**config.mk**
```make
export PLATFORM = sky130hd
export DESIGN_NAME = gate_fault_manager
export DESIGN_NICKNAME = d
export VERILOG_FILES = /design/src/verilog/gate_fault_pkg.sv /design/src/verilog/pin_sync.sv /design/src/verilog/blanking_timer.sv /design/src/verilog/gate_fault_manager.sv
export SDC_FILE = /design/constraint.sdc
export NUM_CORES = 1
export LEC_CHECK = 0
export ABC_AREA = 1
export BUFFER_PORTS_ARGS = -buffer_cell sky130_fd_sc_hd__buf_2
export CAP_MARGIN = 10
export CORE_MARGIN = 5
export CORE_UTILIZATION = 58
export CTS_CLUSTER_SIZE = 28
export DETAILED_ROUTE_END_ITERATION = 16
export PLACE_DENSITY = 0.95
export SLEW_MARGIN = 20
export SYNTH_ARGS = -nofsm -noshare
export SYNTH_HDL_FRONTEND = slang
export SYNTH_SLANG_ARGS = --single-unit
```
**constraint.sdc**
```tcl
create_clock -name clk_sys -period 2.6 [get_ports clk_sys]
set_input_delay 0.52 -clock clk_sys [delete_from_list [all_inputs] [get_ports clk_sys]]
set_output_delay 0.52 -clock clk_sys [all_outputs]
set_load 0.01 [all_outputs]
```
**src/verilog/gate_fault_pkg.sv**
```systemverilog
// Purpose: Shared constants for the gate driver fault manager
// Assumes: 125 MHz system clock, AXI4-Lite with 32-bit data
// Notes:   Every offset, field position, count and control reset value lives here

package gate_fault_pkg;

  // ****************************************************************
  // Clock and timing
  // ****************************************************************
  localparam int unsigned CLK_PERIOD_NS      = 8;     // 125 MHz system clock
  localparam int unsigned SHORT_PULSE_NS     = 100;   // Below this on-time a pulse counts as short
  localparam int unsigned SHORT_PULSE_CYCLES = (SHORT_PULSE_NS + CLK_PERIOD_NS - 1) / CLK_PERIOD_NS;
  localparam int unsigned ON_COUNT_W         = 8;     // Saturating on-time counter width

  // ****************************************************************
  // Pin vector layout (after synchronisation)
  // ****************************************************************
  localparam int unsigned PIN_PWM   = 0;
  localparam int unsigned PIN_SRE   = 1;
  localparam int unsigned PIN_HS_OC = 2;
  localparam int unsigned PIN_OUT_OC = 3;
  localparam int unsigned PIN_GATE_SUPPLY_UNDERVOLTAGE_LOCKOUT  = 4;
  localparam int unsigned PIN_THERM = 5;
  localparam int unsigned PIN_W     = 6;

  // ****************************************************************
  // Fault source indices
  // ****************************************************************
  localparam int unsigned FLT_HS  = 0;
  localparam int unsigned FLT_OUT = 1;
  localparam int unsigned FLT_UV  = 2;
  localparam int unsigned FLT_TH  = 3;
  localparam int unsigned NUM_FAULTS = 4;

  // ****************************************************************
  // Register map
  // ****************************************************************
  localparam int unsigned AXI_ADDR_W = 4;
  localparam int unsigned AXI_DATA_W = 32;
  localparam logic [3:0] OFFSET_CONTROL = 4'h0;
  localparam logic [3:0] OFFSET_STATUS  = 4'h4;
  localparam logic [3:0] OFFSET_EVENTS  = 4'h8;

  // Control fields
  localparam int unsigned CTRL_STREAK_LSB = 0;
  localparam int unsigned STREAK_W        = 4;
  localparam int unsigned CTRL_BLANK_LSB  = 8;
  localparam int unsigned BLANK_W         = 8;
  localparam logic [3:0] STREAK_RESET     = 4'h2;
  localparam logic [7:0] BLANK_RESET      = 8'h00;

  // Status fields
  localparam int unsigned ST_FLAG     = 0;
  localparam int unsigned ST_FAULT_LSB = 1;
  localparam int unsigned ST_HIGH_SIDE_GATE_DRIVE  = 5;
  localparam int unsigned ST_LOW_SIDE_GATE_DRIVE  = 6;
  localparam int unsigned ST_OC_LATCH = 7;

  // Event field sits at bit 0, one bit per fault source
  localparam int unsigned EV_LSB = 0;

  // Bus responses
  localparam logic [1:0] RESP_OKAY   = 2'h0;
  localparam logic [1:0] RESP_SLVERR = 2'h2;

endpackage : gate_fault_pkg

```
**src/verilog/pin_sync.sv**
```systemverilog
// Purpose: Three-stage synchroniser with agreement filter for pin inputs
// Assumes: Inputs are asynchronous to clk_sys
// Notes:   Output moves only when stages two and three agree, or to stage three under reset

`timescale 1ns/1ns
`default_nettype none

module pin_sync #(
  parameter int unsigned WIDTH = 1
) (
  input  wire logic             clk_sys,
  input  wire logic             reset,
  input  wire logic [WIDTH-1:0] pinRaw,
  output var  logic [WIDTH-1:0] pinClean
);
  import gate_fault_pkg::*;

  // ****************************************************************
  // State
  // ****************************************************************
  typedef struct packed {
    logic [WIDTH-1:0] stage1;   // Metastable stage, read by stage2 only
    logic [WIDTH-1:0] stage2;
    logic [WIDTH-1:0] stage3;
    logic [WIDTH-1:0] clean;    // Filtered level
  } sync_t;

  sync_t s;
  sync_t next_s;

  // Per-bit chain; out of reset a glitch of one cycle never reaches clean
  always_comb begin
    next_s        = s;
    next_s.stage1 = pinRaw;
    next_s.stage2 = s.stage1;
    next_s.stage3 = s.stage2;
    for (int i = 0; i < WIDTH; i++) begin
      if (s.stage2[i] == s.stage3[i]) begin
        next_s.clean[i] = s.stage3[i];
      end
    end
  end

  // Register the state
  always_ff @(posedge clk_sys) begin
    if (reset) begin
      // Chain keeps sampling under reset, so the pins are already valid at
      // release; a cleared filter would show a false healthy supply
      s       <= next_s;
      s.clean <= s.stage3;
    end else begin
      s <= next_s;
    end
  end

  assign pinClean = s.clean;

endmodule : pin_sync

`default_nettype wire

```
**src/verilog/blanking_timer.sv**
```systemverilog
// Purpose: Blanking window after each switch node rising edge
// Assumes: start is a one-cycle pulse on the clock domain
// Notes:   A length of zero gives no window at all

`timescale 1ns/1ns
`default_nettype none

module blanking_timer #(
  parameter int unsigned LEN_W = 8
) (
  input  wire logic             clk_sys,
  input  wire logic             reset,
  input  wire logic             start,
  input  wire logic [LEN_W-1:0] length,
  output var  logic             busy
);
  import gate_fault_pkg::*;

  // ****************************************************************
  // State
  // ****************************************************************
  typedef struct packed {
    logic [LEN_W-1:0] count;   // Cycles of window left
    logic             busy;    // Window is open
  } blank_t;

  blank_t s;
  blank_t next_s;

  // Restart on every edge; count down to zero
  always_comb begin
    next_s = s;
    if (start) begin
      next_s.count = length;
      next_s.busy  = (length != '0);
    end else if (s.count > LEN_W'(1)) begin
      next_s.count = s.count - LEN_W'(1);
    end else begin
      next_s.count = '0;
      next_s.busy  = 1'b0;
    end
  end

  // Register the state
  always_ff @(posedge clk_sys) begin
    if (reset) begin
      s <= '0;
    end else begin
      s <= next_s;
    end
  end

  assign busy = s.busy;

endmodule : blanking_timer

`default_nettype wire

```
**src/verilog/gate_fault_manager.sv**
```systemverilog
// Purpose: Fault supervision for a synchronous-buck gate driver
// Assumes: Fault sources arrive as digital levels from pins
// Notes:   Gates and flag respond a few cycles after the pins move,
//          because every pin passes a three-stage synchroniser

`timescale 1ns/1ns
`default_nettype none

module gate_fault_manager (
  input  wire logic                                  clk_sys,
  input  wire logic                                  reset,
  // Driver pins
  input  wire logic                                  pwm,
  input  wire logic                                  syncRectifierEnable,
  input  wire logic                                  highSideOvercurrent,
  input  wire logic                                  outputOvercurrent,
  input  wire logic                                  gateSupplyUndervoltageLockout,
  input  wire logic                                  thermalShutdown,
  output var  logic                                  highSideGateDrive,
  output var  logic                                  lowSideGateDrive,
  output var  logic                                  faultFlagOut,
  // AXI4-Lite slave
  input  wire logic [gate_fault_pkg::AXI_ADDR_W-1:0] awaddr,
  input  wire logic                                  awvalid,
  output var  logic                                  awready,
  input  wire logic [gate_fault_pkg::AXI_DATA_W-1:0] wdata,
  input  wire logic [3:0]                            wstrb,
  input  wire logic                                  wvalid,
  output var  logic                                  wready,
  output var  logic [1:0]                            bresp,
  output var  logic                                  bvalid,
  input  wire logic                                  bready,
  input  wire logic [gate_fault_pkg::AXI_ADDR_W-1:0] araddr,
  input  wire logic                                  arvalid,
  output var  logic                                  arready,
  output var  logic [gate_fault_pkg::AXI_DATA_W-1:0] rdata,
  output var  logic [1:0]                            rresp,
  output var  logic                                  rvalid,
  input  wire logic                                  rready
);
  import gate_fault_pkg::*;

  // ****************************************************************
  // State
  // ****************************************************************
  typedef struct packed {
    logic                  pwmPrev;       // PWM one cycle ago, for edges
    logic                  pulseClean;    // No fault seen in this on-time
    logic [ON_COUNT_W-1:0] onCount;       // Saturating on-time length
    logic [STREAK_W-1:0]   cleanStreak;   // Consecutive clean short pulses
    logic                  ocLatched;     // Over-current flag memory
    logic                  hsTruncated;   // High-side pulse cut short
    logic                  outOcHeld;     // Output over-current, held in blanking
    logic                  hsGate;        // High-side gate drive
    logic                  lsGate;        // Low-side gate drive
    logic                  flag;          // Fault flag pin
    logic [NUM_FAULTS-1:0] faultPrev;     // Qualified faults last cycle
    logic [NUM_FAULTS-1:0] events;        // Sticky fault onset bits
    logic [STREAK_W-1:0]   streakNeeded;  // Clean short pulses to clear
    logic [BLANK_W-1:0]    blankCycles;   // Blanking length in cycles
    logic                  awHeld;        // Write address taken
    logic [AXI_ADDR_W-1:0] awAddr;
    logic                  wHeld;         // Write data taken
    logic [AXI_DATA_W-1:0] wData;
    logic [3:0]            wStrb;
    logic                  bValid;
    logic [1:0]            bResp;
    logic                  rValid;
    logic [AXI_DATA_W-1:0] rData;
    logic [1:0]            rResp;
  } state_t;

  state_t s;
  state_t next_s;

  // ****************************************************************
  // Pin synchronisation
  // ****************************************************************
  logic [PIN_W-1:0] pinRaw;    // Pins gathered into one vector
  logic [PIN_W-1:0] pinClean;  // Filtered levels

  // Fault levels are taken as clean digital indications
  assign pinRaw = {thermalShutdown, gateSupplyUndervoltageLockout,
                   outputOvercurrent, highSideOvercurrent,
                   syncRectifierEnable, pwm};

  pin_sync #(
    .WIDTH    (PIN_W)
  ) u_pin_sync (
    .clk_sys  (clk_sys),
    .reset    (reset),
    .pinRaw   (pinRaw),
    .pinClean (pinClean)
  );

  // ****************************************************************
  // Blanking window
  // ****************************************************************
  logic hsWant;       // High-side gate will be on next cycle
  logic hsRise;       // Switch node about to rise
  logic blankBusy;    // Comparators held off

  // The switch node rises with the high-side gate, so that edge opens it
  assign hsRise = hsWant & ~s.hsGate;

  blanking_timer #(
    .LEN_W   (BLANK_W)
  ) u_blanking_timer (
    .clk_sys (clk_sys),
    .reset   (reset),
    .start   (hsRise),
    .length  (s.blankCycles),
    .busy    (blankBusy)
  );

  // ****************************************************************
  // Fault qualification
  // ****************************************************************
  logic                  pwmIn;       // Synchronised PWM
  logic                  sreIn;       // Synchronised rectifier enable
  logic                  hsOcQual;    // High-side over-current after blanking
  logic                  outOcQual;   // Output over-current after hold
  logic                  supplyTrip;  // Undervoltage or thermal shutdown
  logic                  anyOc;       // Either over-current
  logic                  anyFault;    // Any of the four sources
  logic [NUM_FAULTS-1:0] faultVec;    // Qualified sources, by index

  assign pwmIn      = pinClean[PIN_PWM];
  assign sreIn      = pinClean[PIN_SRE];
  assign hsOcQual   = pinClean[PIN_HS_OC] & ~blankBusy;
  assign outOcQual  = blankBusy ? s.outOcHeld : pinClean[PIN_OUT_OC];
  assign supplyTrip = pinClean[PIN_GATE_SUPPLY_UNDERVOLTAGE_LOCKOUT] | pinClean[PIN_THERM];
  assign anyOc      = hsOcQual | outOcQual;
  assign anyFault   = anyOc | supplyTrip;

  assign faultVec[FLT_HS]  = hsOcQual;
  assign faultVec[FLT_OUT] = outOcQual;
  assign faultVec[FLT_UV]  = pinClean[PIN_GATE_SUPPLY_UNDERVOLTAGE_LOCKOUT];
  assign faultVec[FLT_TH]  = pinClean[PIN_THERM];

  // Supply and thermal faults veto any high-side pulse, truncated or not
  assign hsWant = pwmIn & ~s.hsTruncated & ~anyOc & ~supplyTrip;

  // ****************************************************************
  // Bus decode helpers
  // ****************************************************************
  logic [AXI_ADDR_W-1:0] wrAddr;    // Aligned write address
  logic [AXI_ADDR_W-1:0] rdAddr;    // Aligned read address
  logic                  wrFire;    // Both halves of a write present
  logic [AXI_DATA_W-1:0] statusWord;
  logic [AXI_DATA_W-1:0] controlWord;
  logic [NUM_FAULTS-1:0] evClear;   // Write-one-to-clear mask

  assign wrAddr = {s.awAddr[AXI_ADDR_W-1:2], 2'h0};
  assign rdAddr = {araddr[AXI_ADDR_W-1:2], 2'h0};
  assign wrFire = s.awHeld & s.wHeld & ~s.bValid;

  // Address and data each stall once their own half is stored, and while a write response waits
  assign awready = ~s.awHeld & ~s.bValid;
  assign wready  = ~s.wHeld & ~s.bValid;
  assign arready = ~s.rValid;

  always_comb begin
    statusWord                                      = '0;
    statusWord[ST_FLAG]                             = s.flag;
    statusWord[ST_FAULT_LSB +: NUM_FAULTS]          = faultVec;
    statusWord[ST_HIGH_SIDE_GATE_DRIVE]                          = s.hsGate;
    statusWord[ST_LOW_SIDE_GATE_DRIVE]                          = s.lsGate;
    statusWord[ST_OC_LATCH]                         = s.ocLatched;
    controlWord                                     = '0;
    controlWord[CTRL_STREAK_LSB +: STREAK_W]        = s.streakNeeded;
    controlWord[CTRL_BLANK_LSB +: BLANK_W]          = s.blankCycles;
  end

  // Event clear only when the low byte lane is written
  assign evClear = (wrFire && wrAddr == OFFSET_EVENTS && s.wStrb[0])
                   ? s.wData[EV_LSB +: NUM_FAULTS] : '0;

  // ****************************************************************
  // Next-state logic
  // ****************************************************************
  logic pwmRise;      // PWM went high
  logic pwmFall;      // PWM went low
  logic shortPulse;   // Ending pulse was under the short limit

  assign pwmRise    = pwmIn & ~s.pwmPrev;
  assign pwmFall    = ~pwmIn & s.pwmPrev;
  assign shortPulse = (s.onCount < ON_COUNT_W'(SHORT_PULSE_CYCLES));

  always_comb begin
    next_s         = s;
    next_s.pwmPrev = pwmIn;

    // Output current level follows only outside the blanking window
    if (!blankBusy) begin
      next_s.outOcHeld = pinClean[PIN_OUT_OC];
    end

    // On-time tracking: any fault spoils the pulse
    if (pwmRise) begin
      next_s.pulseClean = ~anyFault;
      next_s.onCount    = ON_COUNT_W'(1);
    end else if (pwmIn) begin
      if (anyFault) begin
        next_s.pulseClean = 1'b0;
      end
      if (s.onCount != '1) begin
        next_s.onCount = s.onCount + ON_COUNT_W'(1);
      end
    end

    // Over-current flag release at the falling edge of a clean pulse
    if (pwmFall && s.ocLatched) begin
      if (!s.pulseClean || anyFault) begin
        next_s.cleanStreak = '0;
      end else if (!shortPulse) begin
        next_s.ocLatched   = 1'b0;
        next_s.cleanStreak = '0;
      end else if (s.cleanStreak + STREAK_W'(1) >= s.streakNeeded) begin
        // Short pulses may not show a fault, so several are demanded
        next_s.ocLatched   = 1'b0;
        next_s.cleanStreak = '0;
      end else begin
        next_s.cleanStreak = s.cleanStreak + STREAK_W'(1);
      end
    end

    // Setting wins over a release in the same cycle
    if (anyOc) begin
      next_s.ocLatched   = 1'b1;
      next_s.cleanStreak = '0;
    end

    // Re-arm the high side at each rising edge unless blocked
    if (pwmRise && !outOcQual && !supplyTrip) begin
      next_s.hsTruncated = 1'b0;
    end
    if (anyOc) begin
      next_s.hsTruncated = 1'b1;
    end

    // High-side gate: output over-current keeps it off, no per-cycle reset
    next_s.hsGate = hsWant;

    // Low-side gate: off under every fault, and never with the high side
    next_s.lsGate = ~pwmIn & sreIn & ~s.hsGate & ~anyOc & ~supplyTrip;

    // Flag: latched over-current or a live supply or thermal fault;
    // supply and thermal terms drop out on their own once the pin clears
    next_s.flag = next_s.ocLatched | supplyTrip;

    // Sticky onset bits; a new onset beats a clear in the same cycle
    next_s.faultPrev = faultVec;
    next_s.events    = (s.events & ~evClear) | (faultVec & ~s.faultPrev);

    // Write channel capture
    if (awvalid && awready) begin
      next_s.awHeld = 1'b1;
      next_s.awAddr = awaddr;
    end
    if (wvalid && wready) begin
      next_s.wHeld = 1'b1;
      next_s.wData = wdata;
      next_s.wStrb = wstrb;
    end

    // Write execution once both halves are in
    if (wrFire) begin
      next_s.awHeld = 1'b0;
      next_s.wHeld  = 1'b0;
      next_s.bValid = 1'b1;
      next_s.bResp  = RESP_OKAY;
      case (wrAddr)
        OFFSET_CONTROL: begin
          if (s.wStrb[0]) begin
            next_s.streakNeeded = s.wData[CTRL_STREAK_LSB +: STREAK_W];
          end
          if (s.wStrb[1]) begin
            next_s.blankCycles = s.wData[CTRL_BLANK_LSB +: BLANK_W];
          end
        end
        OFFSET_STATUS: begin
          // Read-only; write accepted and dropped
        end
        OFFSET_EVENTS: begin
          // Clearing handled above through evClear
        end
        default: begin
          next_s.bResp = RESP_SLVERR;
        end
      endcase
    end else if (s.bValid && bready) begin
      next_s.bValid = 1'b0;
    end

    // Read channel: answer one cycle after the address is taken
    if (arvalid && arready) begin
      next_s.rValid = 1'b1;
      next_s.rResp  = RESP_OKAY;
      case (rdAddr)
        OFFSET_CONTROL: begin
          next_s.rData = controlWord;
        end
        OFFSET_STATUS: begin
          next_s.rData = statusWord;
        end
        OFFSET_EVENTS: begin
          next_s.rData = AXI_DATA_W'(s.events);
        end
        default: begin
          next_s.rData = '0;
          next_s.rResp = RESP_SLVERR;
        end
      endcase
    end else if (s.rValid && rready) begin
      next_s.rValid = 1'b0;
    end
  end

  // ****************************************************************
  // State register
  // ****************************************************************
  // Flag starts high: gate supply is unproven until pins are seen
  always_ff @(posedge clk_sys) begin
    if (reset) begin
      s              <= '0;
      s.flag         <= 1'b1;
      s.streakNeeded <= STREAK_RESET;
      s.blankCycles  <= BLANK_RESET;
    end else begin
      s <= next_s;
    end
  end

  // ****************************************************************
  // Outputs
  // ****************************************************************
  assign highSideGateDrive = s.hsGate;
  assign lowSideGateDrive  = s.lsGate;
  assign faultFlagOut      = s.flag;
  assign bvalid            = s.bValid;
  assign bresp             = s.bResp;
  assign rvalid            = s.rValid;
  assign rdata             = s.rData;
  assign rresp             = s.rResp;

endmodule : gate_fault_manager

`default_nettype wire

```
* Word level (Yosys, flattened, before mapping)
Cells that the tools add are included.
** Cells by class
- Add/sub/neg operators :: 3
- $lt $le $gt $ge :: 3
- Equality and inequality tests :: 12
- Mux-type cells :: 32
- Bitwise gates (word level) :: 36
- Reduce and logical (&&, ||, !) cells :: 39
** Operators by type and width (count)
- one-hot mux 16 bit (3 select lines) :: 1
- two-way mux 9 bit :: 3
- nonzero test 2 bit :: 12
- two-way mux 1 bit :: 19
- two-way mux 8 bit :: 2
- AND 1 bit :: 15
- two-way mux 4 bit :: 3
- NOT 1 bit :: 12
- logical AND 1 bit :: 10
- adder 8 x 1 -> 8 bit (second input constant) :: 1
- AND 4 bit :: 2
- greater-than comparator 8 x 1 -> 1 bit (second input constant) :: 1
- logical NOT 4 bit :: 2
- less-than comparator 8 x 4 -> 1 bit (second input constant) :: 1
- inequality test 8 bit (second input constant) :: 1
- NOT 4 bit :: 2
- nonzero test 8 bit :: 1
- subtractor 8 x 1 -> 8 bit (second input constant) :: 1
- == test 1 bit :: 6
- two-way mux 6 bit :: 1
- AND reduction 2 bit :: 3
- AND reduction 3 bit :: 2
- OR reduction 2 bit :: 3
- OR reduction 3 bit :: 2
- 11 further kinds :: 19
** Storage, ports and cells
- Register bits after elaboration :: 135
- Input port bits :: 57
- Logic and storage cells :: 161

* Depth between registers and ports, before layout
- Depth after elaboration :: 9
- Mapped depth :: 10
- Depth with buffers taken out :: 10

* Cells and area by module
From an unflattened synthesis, not the netlist that was laid out.
** Unflattened totals
- Cell total of the unflattened synthesis :: 607
- Area, all modules :: 4729.5 µm²
** Modules (own cells, without submodules)
- gate_fault_manager :: instances 1, cells each 471, area each 3470.8 µm², sequential area each 1541.5 µm²
- pin_sync :: instances 1, cells each 55, area each 664.4 µm², sequential area each 540.5 µm²
- blanking_timer :: instances 1, cells each 81, area each 594.3 µm², sequential area each 180.2 µm²

* Worst setup path before layout
Ideal clock, no wire load.
- Path type :: reg-to-reg
- From :: register s[106] (netlist name)
- To :: register s[107] (netlist name)
- Library setup time :: 0.070 ns
- Arrival time :: 1.488 ns
- Required time :: 2.530 ns
- Slack :: 1.043 ns
- Cell stages (with the launch flop) :: 11
- Path buffers :: 0
- Period minus slack after synthesis :: 1.557 ns
- Path through :: dfxtp_1 nand3_1 xnor2_1 ha_1 inv_1 o21ai_0 inv_1 nand2_1 nor2_1 nand3_1 a21oi_1
** Between the ends
- Cells in the longest elaborated chain, start to end :: 5
** Ends and longest elaborated chain
- from (decl) :: line gate_fault_manager.sv:73 : state_t s;
- from (signal assigned) :: line gate_fault_manager.sv:331 : s <= next_s;
- adder 4 x 1 -> 4 bit * :: line gate_fault_manager.sv:219, gate_fault_manager.sv:224
- greater-or-equal comparator 4 bit :: line gate_fault_manager.sv:219 : end else if (s.cleanStreak + STREAK_W'(1) >= s.streakNeeded) begin
- two-way mux 4 bit * :: line gate_fault_manager.sv:219
- two-way mux 5 bit * :: line gate_fault_manager.sv:216 : end else if (!shortPulse) begin
- two-way mux 4 bit * :: line gate_fault_manager.sv:214 : if (!s.pulseClean || anyFault) begin
Mark *: on every way between the ends. The rest lies on a longest branch, timed or not.
A chain may end at the register's enable or synchronous reset.

* Worst setup path after layout
- From :: register s[106] (netlist name)
- To :: register s[109] (netlist name)
Same word-level chain as after synthesis.

==> results.json <==
{
  "status": "completed",
  "setup_viol": 0,
  "htree_levels": 3,
  "max_freq_mhz": 543,
  "slew_viol_final": 0,
  "drc_errors": 0,
  "pre_cts_ws_ps": 783,
  "tns_ps": 0,
  "global_route.usage.total": 0.200,
  "final_cell_mix": "dfxtp_1, nor2_1, nand2_1, buf_2",
  "placement.io_buffers": 56,
  "dr.pass1.iters": 5,
  "hpwl_mm": 7.11,
  "synth_cell_type_count": 32,
  "power.switching_mw": 1.15,
  "yosysTopAreaCell": "dfxtp_1",
  "grt-ovfl-total": 0,
  "grt_max_degree": 38,
  "clkSlewWorstSetupHoldPaths_ps": 100,
  "start_kind": "register",
  "clk_latency_ps": 390,
  "peakVddDrop_mv": 0.518,
  "rsz0062_at_grt": "false",
  "postRouteAntennaNets": 0,
  "syn_area_um2": 4660,
  "final_util": 0.646,
  "cts_buffers": 9,
  "antenna_found_initial": 0,
  "clkPwrFrac": 0.287,
  "critPathMaxFanout": 5,
  "cts_setup_buffers": 0,
  "fp.dieH_um": 99.7,
  "cts.sinks": 110,
  "combinationalPowerShare": 0.193,
  "yosys-top-cells-area": "dfxtp_1, nor2_1, nand2_1, buf_4, a21oi_1",
  "dieArea_um2": 9930,
  "n_antenna_cell": 0,
  "finalClockSkew_ps": 6.40,
  "placementRows": 32,
  "io_pins": 101,
  "cap_violations": 0,
  "hold_class": "primary input to register",
  "finalNetCount": 681,
  "hold_viol_final": 0,
  "crit_arrival_ps": 2160,
  "syn_inst": 581,
  "setup_slack_ps": 757,
  "cp-end-kind": "register",
  "cts.repair.resized": 0,
  "drt-total-wl_mm": 9.67,
  "maxSlewHeadroom": 0.630,
  "core_um2": 7770,
  "synth_edf_count": 6,
  "ys_async_sr_fraction": 0,
  "drive_gt1_frac": 0.150,
  "vias_per_cell": 5.40,
  "grt_pass1_vias": 3624,
  "synth-seq-cells": 110,
  "drt_first_iter_violations": 275,
  "p_sw_frac": 0.308,
  "routabilityCongestion": 0.859,
  "yosysTopAreaCellShare": 0.446,
  "yosysWarnings": 0,
  "layout_commonest_cell": "dfxtp_1",
  "clockRootBuffer": "clkbuf_8",
  "intPower_mw": 2.59,
  "period_needed_ps": 1840,
  "avgRoutedWirePerCell_um": 13.4,
  "syn2layout_area_growth_pct": 7.54,
  "clock_path_buffers": 2,
  "crit_type": "register to register",
  "yosysSeqAreaShare": 0.485,
  "cts_tree": "done",
  "p_leak_nw": 2.21,
  "worst_pin_slew_ps": 555,
  "grt_pass1_wl_mm": 16.2,
  "initial_core_util": 0.600,
  "synth.avg_cell_area_um2": 8.03,
  "power.density_nw_per_um2": 745,
  "synth_ff_type": "dfxtp_1",
  "pwr-share-seq": 0.520,
  "period_share": 0.709,
  "vias": 3901,
  "critPathRequiredTime_ps": 2920,
  "die_w_um": 99.7,
  "ctsHoldBuffers": 0
}
## worst paths after layout
kind	end	from	cells after the start	slack [ps]
setup / recovery	s[109]	s[106]	10	760
hold / removal	u_pin_sync.next_s[14]	highSideOvercurrent	1	220
setup reg to reg	s[109]	s[106]	10	760
hold reg to reg	u_pin_sync.next_s[9]	u_pin_sync.next_s[15]	0	340
## worst max-delay path, cell delays in order, from the launching register on
cell and delay (ps):
dfxtp_1 420, nand3_1 120, xnor2_1 210, ha_1 280, inv_1 60, o21ai_0 90
inv_1 70, nand2_1 40, nor2_1 210, nand3_1 120, a21oi_1 160
## metal layers
metal	GRT usage	vias to the layer above	routed length (um)	share of wire
li1	-	1913	-	-
met1	0.243	1801	3910	0.40
met2	0.335	155	4780	0.49
met3	0.0582	32	730	0.075
met4	0.0767	0	247	0.026
met5	0	-	0	0
## per-stage QoR
stage | hold slack, ps | std cells | total power, mW | instance area [um^2]
global route | 202 | 722 | 3.92 | 5010
floorplan | 310 | 598 | 2.53 | 4730
detailed placement | 312 | 706 | 2.68 | 4800
CTS | 215 | 722 | 3.74 | 5010
finish | 225 | 722 | 3.74 | 5010
global placement | 311 | 706 | 2.62 | 4800
## layout make-up
| cell class | instances | area, um^2 |
|---|---|---|
| Fill cell | 601 | 2750 |
| Sequential cell | 110 | 2260 |
| Multi-Input combinational cell | 382 | 1920 |
| Timing Repair Buffer | 57 | 288 |
| Inverter | 55 | 206 |
| Tap cell | 102 | 128 |
| Clock buffer | 9 | 124 |
| Clock inverter | 7 | 91.3 |
## cells by family after synthesis
kind of cell	share of synthesized area
fa+ha+maj	0.0241
flops	0.485
compound gates	0.120
xor+xnor	0.0150
other cells	0.000804
simple gates	0.237
buf+inv	0.118
## power by group through the flow
stage	Combinational [mW]	Sequential, mW	Clock (mW)
2_1_floorplan	0.585	1.95	0
3_3_place_gp	0.654	1.97	0
3_5_place_dp	0.697	1.98	0
4_1_cts	0.712	1.94	1.08
5_1_grt	0.815	1.96	1.15
6_report	0.722	1.94	1.07
## cells in the mapped netlist, types with 5 or more instances
cell      instances
nand3_1          39
inv_1            52
buf_2             7
nor2_1           86
nand4_1          11
nor2_4            5
edfxtp_1          6
buf_4            38
a21oi_1          52
dfxtp_1         104
ha_1              9
xnor2_1           5
clkbuf_1          5
o21ai_0          50
nand2_1          80
## flip-flops by register name, indices dropped and copies added, names as in the netlist
name / cells
rdata: 16
u_pin_sync.next_s: 12
controlWord: 12
u_pin_sync.s: 6
u_blanking_timer.busy: 1
rresp: 1
highSideGateDrive: 1
faultFlagOut: 1
bresp: 1
bvalid: 1
s: 42
lowSideGateDrive: 1
u_pin_sync.pinClean: 6
u_blanking_timer.s: 8
rvalid: 1
No activity file was read; power rests on OpenSTA's default activity.
